==> src/logic/iabx_pkg.sv <==
// Package of constants and types for the add and branch execution block
package iabx_pkg;

    // Operation selects presented by the decoder
    typedef enum logic [3:0]
    {
        OP_NONE,
        OP_ADD_IMM_NONTRAP,
        OP_ADD_IMM_TRAP,
        OP_PC_RELATIVE_ADD_IMM,
        OP_BRANCH_IF_EQUAL,
        OP_BRANCH_NONNEG_LINK,
        OP_COP_BRANCH_FALSE,
        OP_COP_BRANCH_TRUE,
        OP_COP_BRANCH_FALSE_LIKELY,
        OP_COP_BRANCH_TRUE_LIKELY
    } iabx_op_t;

    localparam int          DATA_W        = 32;
    localparam int          REG_IDX_W     = 5;
    localparam int          COND_W        = 3;
    localparam int          COND_CNT      = 8;
    localparam int          SHADOW_W      = 4;
    localparam logic [4:0]  LINK_REG      = 5'h1f;
    localparam logic [4:0]  ZERO_REG      = 5'h00;
    localparam logic [31:0] LINK_OFFSET   = 32'h0000_0008;
    localparam logic [31:0] DATA_RESET    = 32'h0000_0000;
    // Register file sets built in: 1, 2, 4 or 8
    localparam int          REG_SETS      = 1;
    localparam logic [3:0]  TOP_SET_VALUE = 4'(REG_SETS - 1);
    // Field positions within the readable words
    localparam int          TOP_SET_LSB   = 26;
    localparam int          COPROC_BIT    = 6;
    localparam int          USER_INSTR_BIT = 22;

endpackage : iabx_pkg

==> src/logic/iabx_res_if.sv <==
// Interface carrying one execute result between the datapath and its register stage
`timescale 1ns/100ps
`default_nettype none
interface iabx_res_if;
    import iabx_pkg::*;
    logic                 wr_en;     // Register write requested
    logic [REG_IDX_W-1:0] wr_idx;    // Target register
    logic [DATA_W-1:0]    wr_data;   // Write value
    logic                 taken;     // Branch taken
    logic [DATA_W-1:0]    target;    // Branch target
    logic                 nullify;   // Kill next instruction
    logic                 overflow;  // Overflow exception

    modport src (output wr_en, wr_idx, wr_data, taken, target, nullify, overflow);
    modport dst (input  wr_en, wr_idx, wr_data, taken, target, nullify, overflow);
endinterface : iabx_res_if
`default_nettype wire

==> src/logic/iabx_datapath.sv <==
// Combinational adder and branch-decision datapath
`timescale 1ns/100ps
`default_nettype none
module iabx_datapath
    import iabx_pkg::*;
(
    input  wire iabx_op_t          i_op,
    input  wire logic [DATA_W-1:0] i_rs,
    input  wire logic [DATA_W-1:0] i_rt_val,
    input  wire logic [REG_IDX_W-1:0] i_rs_idx,
    input  wire logic [REG_IDX_W-1:0] i_rt_idx,
    input  wire logic [DATA_W-1:0] i_imm,
    input  wire logic [DATA_W-1:0] i_offset,
    input  wire logic [DATA_W-1:0] i_pc,
    input  wire logic [COND_W-1:0] i_condition_select_field,
    input  wire logic [COND_CNT-1:0] i_cop_flags,
    iabx_res_if.src                 res
);

    logic [DATA_W-1:0] sum_rs;      // Source plus immediate
    logic              ovf;         // Signed overflow of that sum
    logic              cop_flag;    // Selected condition flag

    // Adder, flag select and per-operation result
    always_comb
    begin
        sum_rs       = i_rs + i_imm;                                    // [RQ1]
        ovf          = (i_rs[DATA_W-1] == i_imm[DATA_W-1]) &&
                       (sum_rs[DATA_W-1] != i_rs[DATA_W-1]);
        cop_flag     = i_cop_flags[i_condition_select_field];           // [RQ5]
        res.wr_en    = 1'b0;
        res.wr_idx   = i_rt_idx;
        res.wr_data  = sum_rs;
        res.taken    = 1'b0;
        res.target   = i_pc + i_offset;
        res.nullify  = 1'b0;
        res.overflow = 1'b0;
        case (i_op)
            OP_ADD_IMM_NONTRAP:
            begin
                res.wr_en = 1'b1;                                       // [RQ1] [RQ9]
            end
            OP_ADD_IMM_TRAP:
            begin
                // Overflow traps and leaves the target untouched
                res.wr_en    = !ovf;                                    // [RQ9]
                res.overflow = ovf;                                     // [RQ9]
            end
            OP_PC_RELATIVE_ADD_IMM:
            begin
                res.wr_en   = 1'b1;
                res.wr_data = i_pc + i_imm;                             // [RQ2]
            end
            OP_BRANCH_IF_EQUAL:
            begin
                // Equal operands; r0 against r0 always takes
                res.taken = (i_rs_idx == ZERO_REG && i_rt_idx == ZERO_REG) ||
                            (i_rs == i_rt_val);                         // [RQ3]
            end
            OP_BRANCH_NONNEG_LINK:
            begin
                // Link written regardless of outcome
                res.wr_en   = 1'b1;
                res.wr_idx  = LINK_REG;                                 // [RQ4]
                res.wr_data = i_pc + LINK_OFFSET;                       // [RQ4]
                res.taken   = (i_rs_idx == ZERO_REG) || !i_rs[DATA_W-1];
            end
            OP_COP_BRANCH_FALSE:
            begin
                res.taken = !cop_flag;                                  // [RQ5]
            end
            OP_COP_BRANCH_TRUE:
            begin
                res.taken = cop_flag;                                   // [RQ5]
            end
            OP_COP_BRANCH_FALSE_LIKELY:
            begin
                res.taken   = !cop_flag;                                // [RQ6]
                res.nullify = cop_flag;                                 // [RQ6]
            end
            OP_COP_BRANCH_TRUE_LIKELY:
            begin
                res.taken   = cop_flag;                                 // [RQ6]
                res.nullify = !cop_flag;                                // [RQ6]
            end
            default:
            begin
                res.wr_en = 1'b0;
            end
        endcase
    end

endmodule // iabx_datapath
`default_nettype wire

==> src/logic/iabx_exec.sv <==
// Top of the add and branch execute stage with registered results
`timescale 1ns/100ps
`default_nettype none
// Notes on behaviour
// [RQ1] Unsigned add-immediate writes wrapping sum, no trap
// [RQ2] PC-relative add writes PC plus immediate
// [RQ3] Unconditional branch: equal compare r0 always taken
// [RQ4] Link branch writes PC+8 to r31
// [RQ5] Coprocessor branch tests selected flag, false/true
// [RQ6] Likely forms nullify next when not taken
// [RQ7] Register set count fixed; highest set readable
// [RQ8] Presence flags set only when block attached
// [RQ9] Signed add overflow traps, target unchanged
module iabx_exec
    import iabx_pkg::*;
(
    input  wire logic                 i_clock,        // Core clock
    input  wire logic                 i_srst,         // Synchronous reset
    input  wire logic                 i_clk_en,       // Freezes state when low
    input  wire logic                 i_valid,        // Instruction present
    input  wire iabx_op_t             i_op,           // Operation select
    input  wire logic [DATA_W-1:0]    i_rs,           // Source value
    input  wire logic [DATA_W-1:0]    i_rt_val,       // Second source value
    input  wire logic [REG_IDX_W-1:0] i_rs_idx,       // Source index
    input  wire logic [REG_IDX_W-1:0] i_rt_idx,       // Target / second index
    input  wire logic [DATA_W-1:0]    i_imm,          // Extended immediate
    input  wire logic [DATA_W-1:0]    i_offset,       // Signed branch offset
    input  wire logic [DATA_W-1:0]    i_pc,           // Current PC
    input  wire logic [COND_W-1:0]    i_condition_select_field, // Condition select field
    input  wire logic [COND_CNT-1:0]  i_cop_flags,    // Coprocessor condition flags
    input  wire logic                 i_cop_attached, // Coprocessor block fitted
    input  wire logic                 i_user_attached, // User-instruction block fitted
    output logic                      o_wr_en,        // Register write strobe
    output logic [REG_IDX_W-1:0]      o_wr_idx,       // Register write index
    output logic [DATA_W-1:0]         o_wr_data,      // Register write data
    output logic                      o_taken,        // Branch taken pulse
    output logic [DATA_W-1:0]         o_target,       // Branch target
    output logic                      o_nullify,      // Kill next instruction
    output logic                      o_overflow,     // Overflow exception
    output logic [SHADOW_W-1:0]       o_highest_shadow_set,    // Highest set number
    output logic                      o_coproc_present_flag,   // Coprocessor present
    output logic                      o_user_instr_present_flag // User block present
);

    iabx_res_if res ();  // Datapath result bundle

    // Datapath instance
    iabx_datapath u_dp
    (
        .i_op        (i_op),
        .i_rs        (i_rs),
        .i_rt_val    (i_rt_val),
        .i_rs_idx    (i_rs_idx),
        .i_rt_idx    (i_rt_idx),
        .i_imm       (i_imm),
        .i_offset    (i_offset),
        .i_pc        (i_pc),
        .i_condition_select_field (i_condition_select_field),
        .i_cop_flags (i_cop_flags),
        .res         (res)
    );

    logic                 wr_en_reg,    wr_en_next;     // Write strobe
    logic [REG_IDX_W-1:0] wr_idx_reg,   wr_idx_next;    // Write index
    logic [DATA_W-1:0]    wr_data_reg,  wr_data_next;   // Write data
    logic                 taken_reg,    taken_next;     // Taken strobe
    logic [DATA_W-1:0]    target_reg,   target_next;    // Target
    logic                 null_reg,     null_next;      // Nullify strobe
    logic                 ovf_reg,      ovf_next;       // Overflow strobe
    logic [SHADOW_W-1:0]  top_set_reg,  top_set_next;   // Highest set
    logic                 coproc_reg,   coproc_next;    // Coprocessor flag
    logic                 user_reg,     user_next;      // User block flag

    // Next values for results and configuration flags
    always_comb
    begin
        wr_en_next   = i_valid && res.wr_en;
        wr_idx_next  = res.wr_idx;
        wr_data_next = res.wr_data;
        taken_next   = i_valid && res.taken;
        target_next  = res.target;                                      // [RQ3]
        null_next    = i_valid && res.nullify;                          // [RQ6]
        ovf_next     = i_valid && res.overflow;                         // [RQ9]
        top_set_next = TOP_SET_VALUE;                                   // [RQ7]
        coproc_next  = i_cop_attached;                                  // [RQ8]
        user_next    = i_user_attached;                                 // [RQ8]
    end

    // Result registers, held while the enable is low
    always_ff @(posedge i_clock)
    begin
        if (i_srst)
        begin
            wr_en_reg   <= 1'b0;
            wr_idx_reg  <= ZERO_REG;
            wr_data_reg <= DATA_RESET;
            taken_reg   <= 1'b0;
            target_reg  <= DATA_RESET;
            null_reg    <= 1'b0;
            ovf_reg     <= 1'b0;
            top_set_reg <= 4'h0;
            coproc_reg  <= 1'b0;
            user_reg    <= 1'b0;
        end
        else if (i_clk_en)
        begin
            wr_en_reg   <= wr_en_next;
            wr_idx_reg  <= wr_idx_next;
            wr_data_reg <= wr_data_next;
            taken_reg   <= taken_next;
            target_reg  <= target_next;
            null_reg    <= null_next;
            ovf_reg     <= ovf_next;
            top_set_reg <= top_set_next;
            coproc_reg  <= coproc_next;
            user_reg    <= user_next;
        end
    end

    assign o_wr_en                   = wr_en_reg;
    assign o_wr_idx                  = wr_idx_reg;
    assign o_wr_data                 = wr_data_reg;
    assign o_taken                   = taken_reg;
    assign o_target                  = target_reg;
    assign o_nullify                 = null_reg;
    assign o_overflow                = ovf_reg;
    assign o_highest_shadow_set      = top_set_reg;
    assign o_coproc_present_flag     = coproc_reg;
    assign o_user_instr_present_flag = user_reg;

endmodule // iabx_exec
`default_nettype wire

==> config.mk <==
export PLATFORM = sky130hd
export DESIGN_NAME = iabx_exec
export DESIGN_NICKNAME = d
export VERILOG_FILES = /design/src/logic/iabx_pkg.sv /design/src/logic/iabx_res_if.sv /design/src/logic/iabx_datapath.sv /design/src/logic/iabx_exec.sv
export SDC_FILE = /design/constraint.sdc
export NUM_CORES = 1
export LEC_CHECK = 0
export BUFFER_PORTS_ARGS = -buffer_cell sky130_fd_sc_hd__buf_2
export CAP_MARGIN = 20
export CORE_MARGIN = 3
export CORE_UTILIZATION = 58
export DETAILED_ROUTE_END_ITERATION = 12
export GPL_ROUTABILITY_DRIVEN = 0
export GPL_TIMING_DRIVEN = 0
export PLACE_DENSITY = 0.88
export SLEW_MARGIN = 25
export SYNTH_ARGS = -nofsm -noshare
export SYNTH_HDL_FRONTEND = slang
export SYNTH_SLANG_ARGS = --single-unit
==> constraint.sdc <==
create_clock -name i_clock -period 5.9 [get_ports i_clock]
set_input_delay 0.295 -clock i_clock [delete_from_list [all_inputs] [get_ports i_clock]]
set_output_delay 0.295 -clock i_clock [all_outputs]
set_load 0.1 [all_outputs]
==> run_results.csv <==
group,metric,value,unit
status,status,"completed",
worst_setup_path,path_common_cell,"a21oi_2",
route,via_per_inst,6.32,
synth,synth.largest_area_cell,"dfxtp_1",
synth,netlist_instances,1123,
floorplanning,start_util,0.597,
worst_setup_path,critPathSlowestCell,"fa_1",
route,wire_per_inst,19.5,µm
worst_setup_path,reg2reg_depth,5,
clock_tree,clkTransAtPathRegs,0.06,ns
worst_setup_path,path_class,"input pin to flip-flop",
job,max-cap-violations,0,
floorplanning,rows,44,
synth,ys_types,81,
route,final_antenna_net_count,0,
worst_setup_path,timing.rr.start,"o_wr_data[31]$_SDFFE_PP0P_",
worst_setup_path,crit_fanout,4,
min_path,hold_start,"i_cop_attached",
worst_setup_path,start_kind,"input pin",
pwr,power_leakage,4.97,nW
worst_setup_path,cp-end-kind,"flip-flop",
worst_setup_path,crit_chain,"buf_2 -> ha_1 -> fa_1 -> a211oi_1 -> nor2_1 -> o21ai_1 -> a21oi_2 -> o2111ai_1 -> a21oi_2 -> a221o_1 -> xor2_1 -> a221oi_1 -> nor3_1",
worst_setup_path,cp.required,6.11,ns
pwr,ir_worst_vdd,166,µV
timing,maxSlewHeadroom,0.388,
finish,instances_no_fill,1591,
pwr,pwr_density_cell,234,nW/µm²
timing,drv_slew,0,
synth,dominantRegCellSynth,"dfxtp_1",
clock_tree,cts_tree,"yes",
grt,grt_max_degree,15,
finish,drive_gt1_frac,0.221,
synth,ys_warn_count,0,
route,drt_iter0_drc,919,
finish,fin_area,10600,µm²
floorplanning,die_w,129,µm
placed_design,dp_slack,2.55,ns
placed_design,io_buffers,264,
timing,worstMarginPinSlew,0.918,ns
synth,async_flop_share,0,
timing,fmaxAchievable,0.323,GHz
finish,fin_util,0.726,
min_path,min_path_type,"input pin to flip-flop",
timing,hold_slack,0.184,ns
worst_setup_path,path_buf_inv,1,
clock_tree,hold_buffers,0,
finish,mostFrequentLayoutCell,"buf_2",
worst_setup_path,max_stage_delay,0.42,ns
min_path,hold_depth,3,
route,wl,31100,µm
floorplanning,core_area,14600,µm²
pwr,finalPower,2.47,mW
timing,final-setup-viol-count,0,
synth,synth_edf_count,0,
placed_design,dpl_cell_area,10300,µm²
timing,hold_viol,0,
grt,antenna_found_initial,0,
timing,setup_ws,2.81,ns
route,dr.pass1.iters,6,
min_path,min_to,"o_coproc_present_flag$_SDFFE_PP0P_",
finish,layout.nets,1689,
clock_tree,cts_root_buf,"clkbuf_16",
worst_setup_path,startpoint,"i_imm[0]",
worst_setup_path,ff2ff_setup_slack,4.81,ns
synth,syn_area_per_cell,7.76,µm²
worst_setup_path,arrival,3.31,ns
grt,grt_pass1_vias,9395,
worst_setup_path,cp_num_cells,13,
worst_setup_path,crit_family,"compound AO/OA/AOI/OAI gates",
timing,min_period,3.09,ns
clock_tree,clock_path_buffers,2,
synth,synth_area_leaders,"dfxtp_1, ha_1, xnor2_1, a21oi_1, nor2_1",
timing,fin_tns_setup,0,ns
route,drcViolationCount,0,
timing,period_share,0.524,
placed_design,dp.cells,1574,
floorplanning,ioPinCount,270,
floorplanning,die_area,16500,µm²
finish,final_cell_mix,"buf_2, nor2_1, a21oi_1",
placed_design,dp_hpwl,24500,µm
route,vias,10063,
synth,ys_ff_latch,75,
grt,grt_usage,0.361,
timing,rsz0062_at_grt,"no",
clock_tree,cts_max_level,3,
grt,grt_overflow,0,
clock_tree,cts_buffers,9,
clock_tree,clkSinkCount,75,
floorplanning,die_y,129,µm
synth,syn-cell-area,8710,µm²
synth,ys_seq_area_frac,0.172,
timing,skew,0,ns
clock_tree,post_cts_resized,0,
clock_tree,post_cts.repair.setup_buffers,0,
clock_tree,clk-insertion-delay-late,0.35,ns
worst_setup_path,reg2reg_to,"o_wr_data[31]$_SDFFE_PP0P_",
finish,area_delta_synth_final,21.5,%
synth,yosysTopAreaCellShare,0.172,
grt,grt_first_pass_wirelength,47300,µm
## cell type report
type	count	area, µm²
plain buffers	50	204
clock inverters	6	72.6
flip-flops and latches	75	1500
repair buffers	264	1320
well taps	184	230
inverters	23	86.3
clock buffers	10	239
fillers	1192	4000
multi-input cells	978	6930
diodes	1	2.50
## worst max-delay path by stage
| stage | endpoint | slack [ns] |
|---|---|---|
| after floorplan | o_wr_data[28]$_SDFFE_PP0P_ | 2.99 |
| after global placement | o_wr_data[28]$_SDFFE_PP0P_ | 2.62 |
| after detailed placement | o_wr_data[28]$_SDFFE_PP0P_ | 2.55 |
| after CTS | o_wr_data[28]$_SDFFE_PP0P_ | 2.90 |
| after global routing | o_wr_data[28]$_SDFFE_PP0P_ | 2.64 |
| final | o_wr_data[26]$_SDFFE_PP0P_ | 2.81 |
## power by group
group          switching [mW]  total [mW]  internal, mW  leakage, nW
logic                   0.890        1.29         0.404         4.20
registers              0.0285       0.586         0.557        0.621
clock network           0.252       0.595         0.343        0.149
total                    1.17        2.47          1.30         4.97
## cells in the mapped netlist, types with 3 or more instances
master	count
nand2b_1	13
o311a_1	3
a211oi_1	21
nand4_1	22
and2_1	5
inv_1	23
o21ai_0	41
o21a_1	13
and3_1	15
and4_1	5
dfxtp_1	75
nor2_1	124
nor3b_1	4
a21o_1	48
nor3_1	30
o221ai_1	10
a221oi_1	11
o311ai_0	5
buf_4	4
a211oi_2	3
o31ai_1	4
or3_1	4
a22oi_1	4
or2_2	4
a22o_1	11
o21ai_1	5
mux2i_1	24
a21oi_1	99
o21bai_1	12
nand3_1	29
clkbuf_1	42
o211ai_1	8
nand2_1	75
a31oi_1	11
fa_1	3
o31a_1	4
xor2_1	37
xnor2_1	96
ha_1	94
a311oi_1	5
o22ai_1	8
nand4b_1	3
buf_1	3
nor2b_1	14
## per-layer routing
metal	GRT usage	part of all wire	wire length, µm
met1	0.442	0.39	12100
met2	0.591	0.45	14000
met3	0.0751	0.10	3200
met4	0.198	0.060	1870
met5	0	0	0
## registers in the layout, summed over array words and instances, names as in the netlist
name / cells
o_target: 32
o_coproc_present_flag: 1
o_overflow: 1
o_nullify: 1
o_wr_data: 32
o_wr_en: 1
o_taken: 1
o_wr_idx: 5
o_user_instr_present_flag: 1
## kinds of logic after synthesis
logic type                 Yosys count  share of synthesized area
AOI/OAI and AO/OA                  360                      0.288
xor gates and xnor gates           133                      0.134
adders and majority gates           97                      0.142
buffers and inverters               73                     0.0333
DFF                                 75                      0.172
muxes                               28                     0.0353
other                                1                   0.000430
and+or+nand+nor                    356                      0.195
## worst register-to-register path, delay by kind of cell, from the launching register on
family | cells | cell delay [ns]
AO/OA/AOI/OAI | 1 | 0.07
flip-flops | 1 | 0.33
multiplexers | 1 | 0.30
AND/OR/NAND/NOR | 3 | 0.29
(Power assumes the default switching activity.)
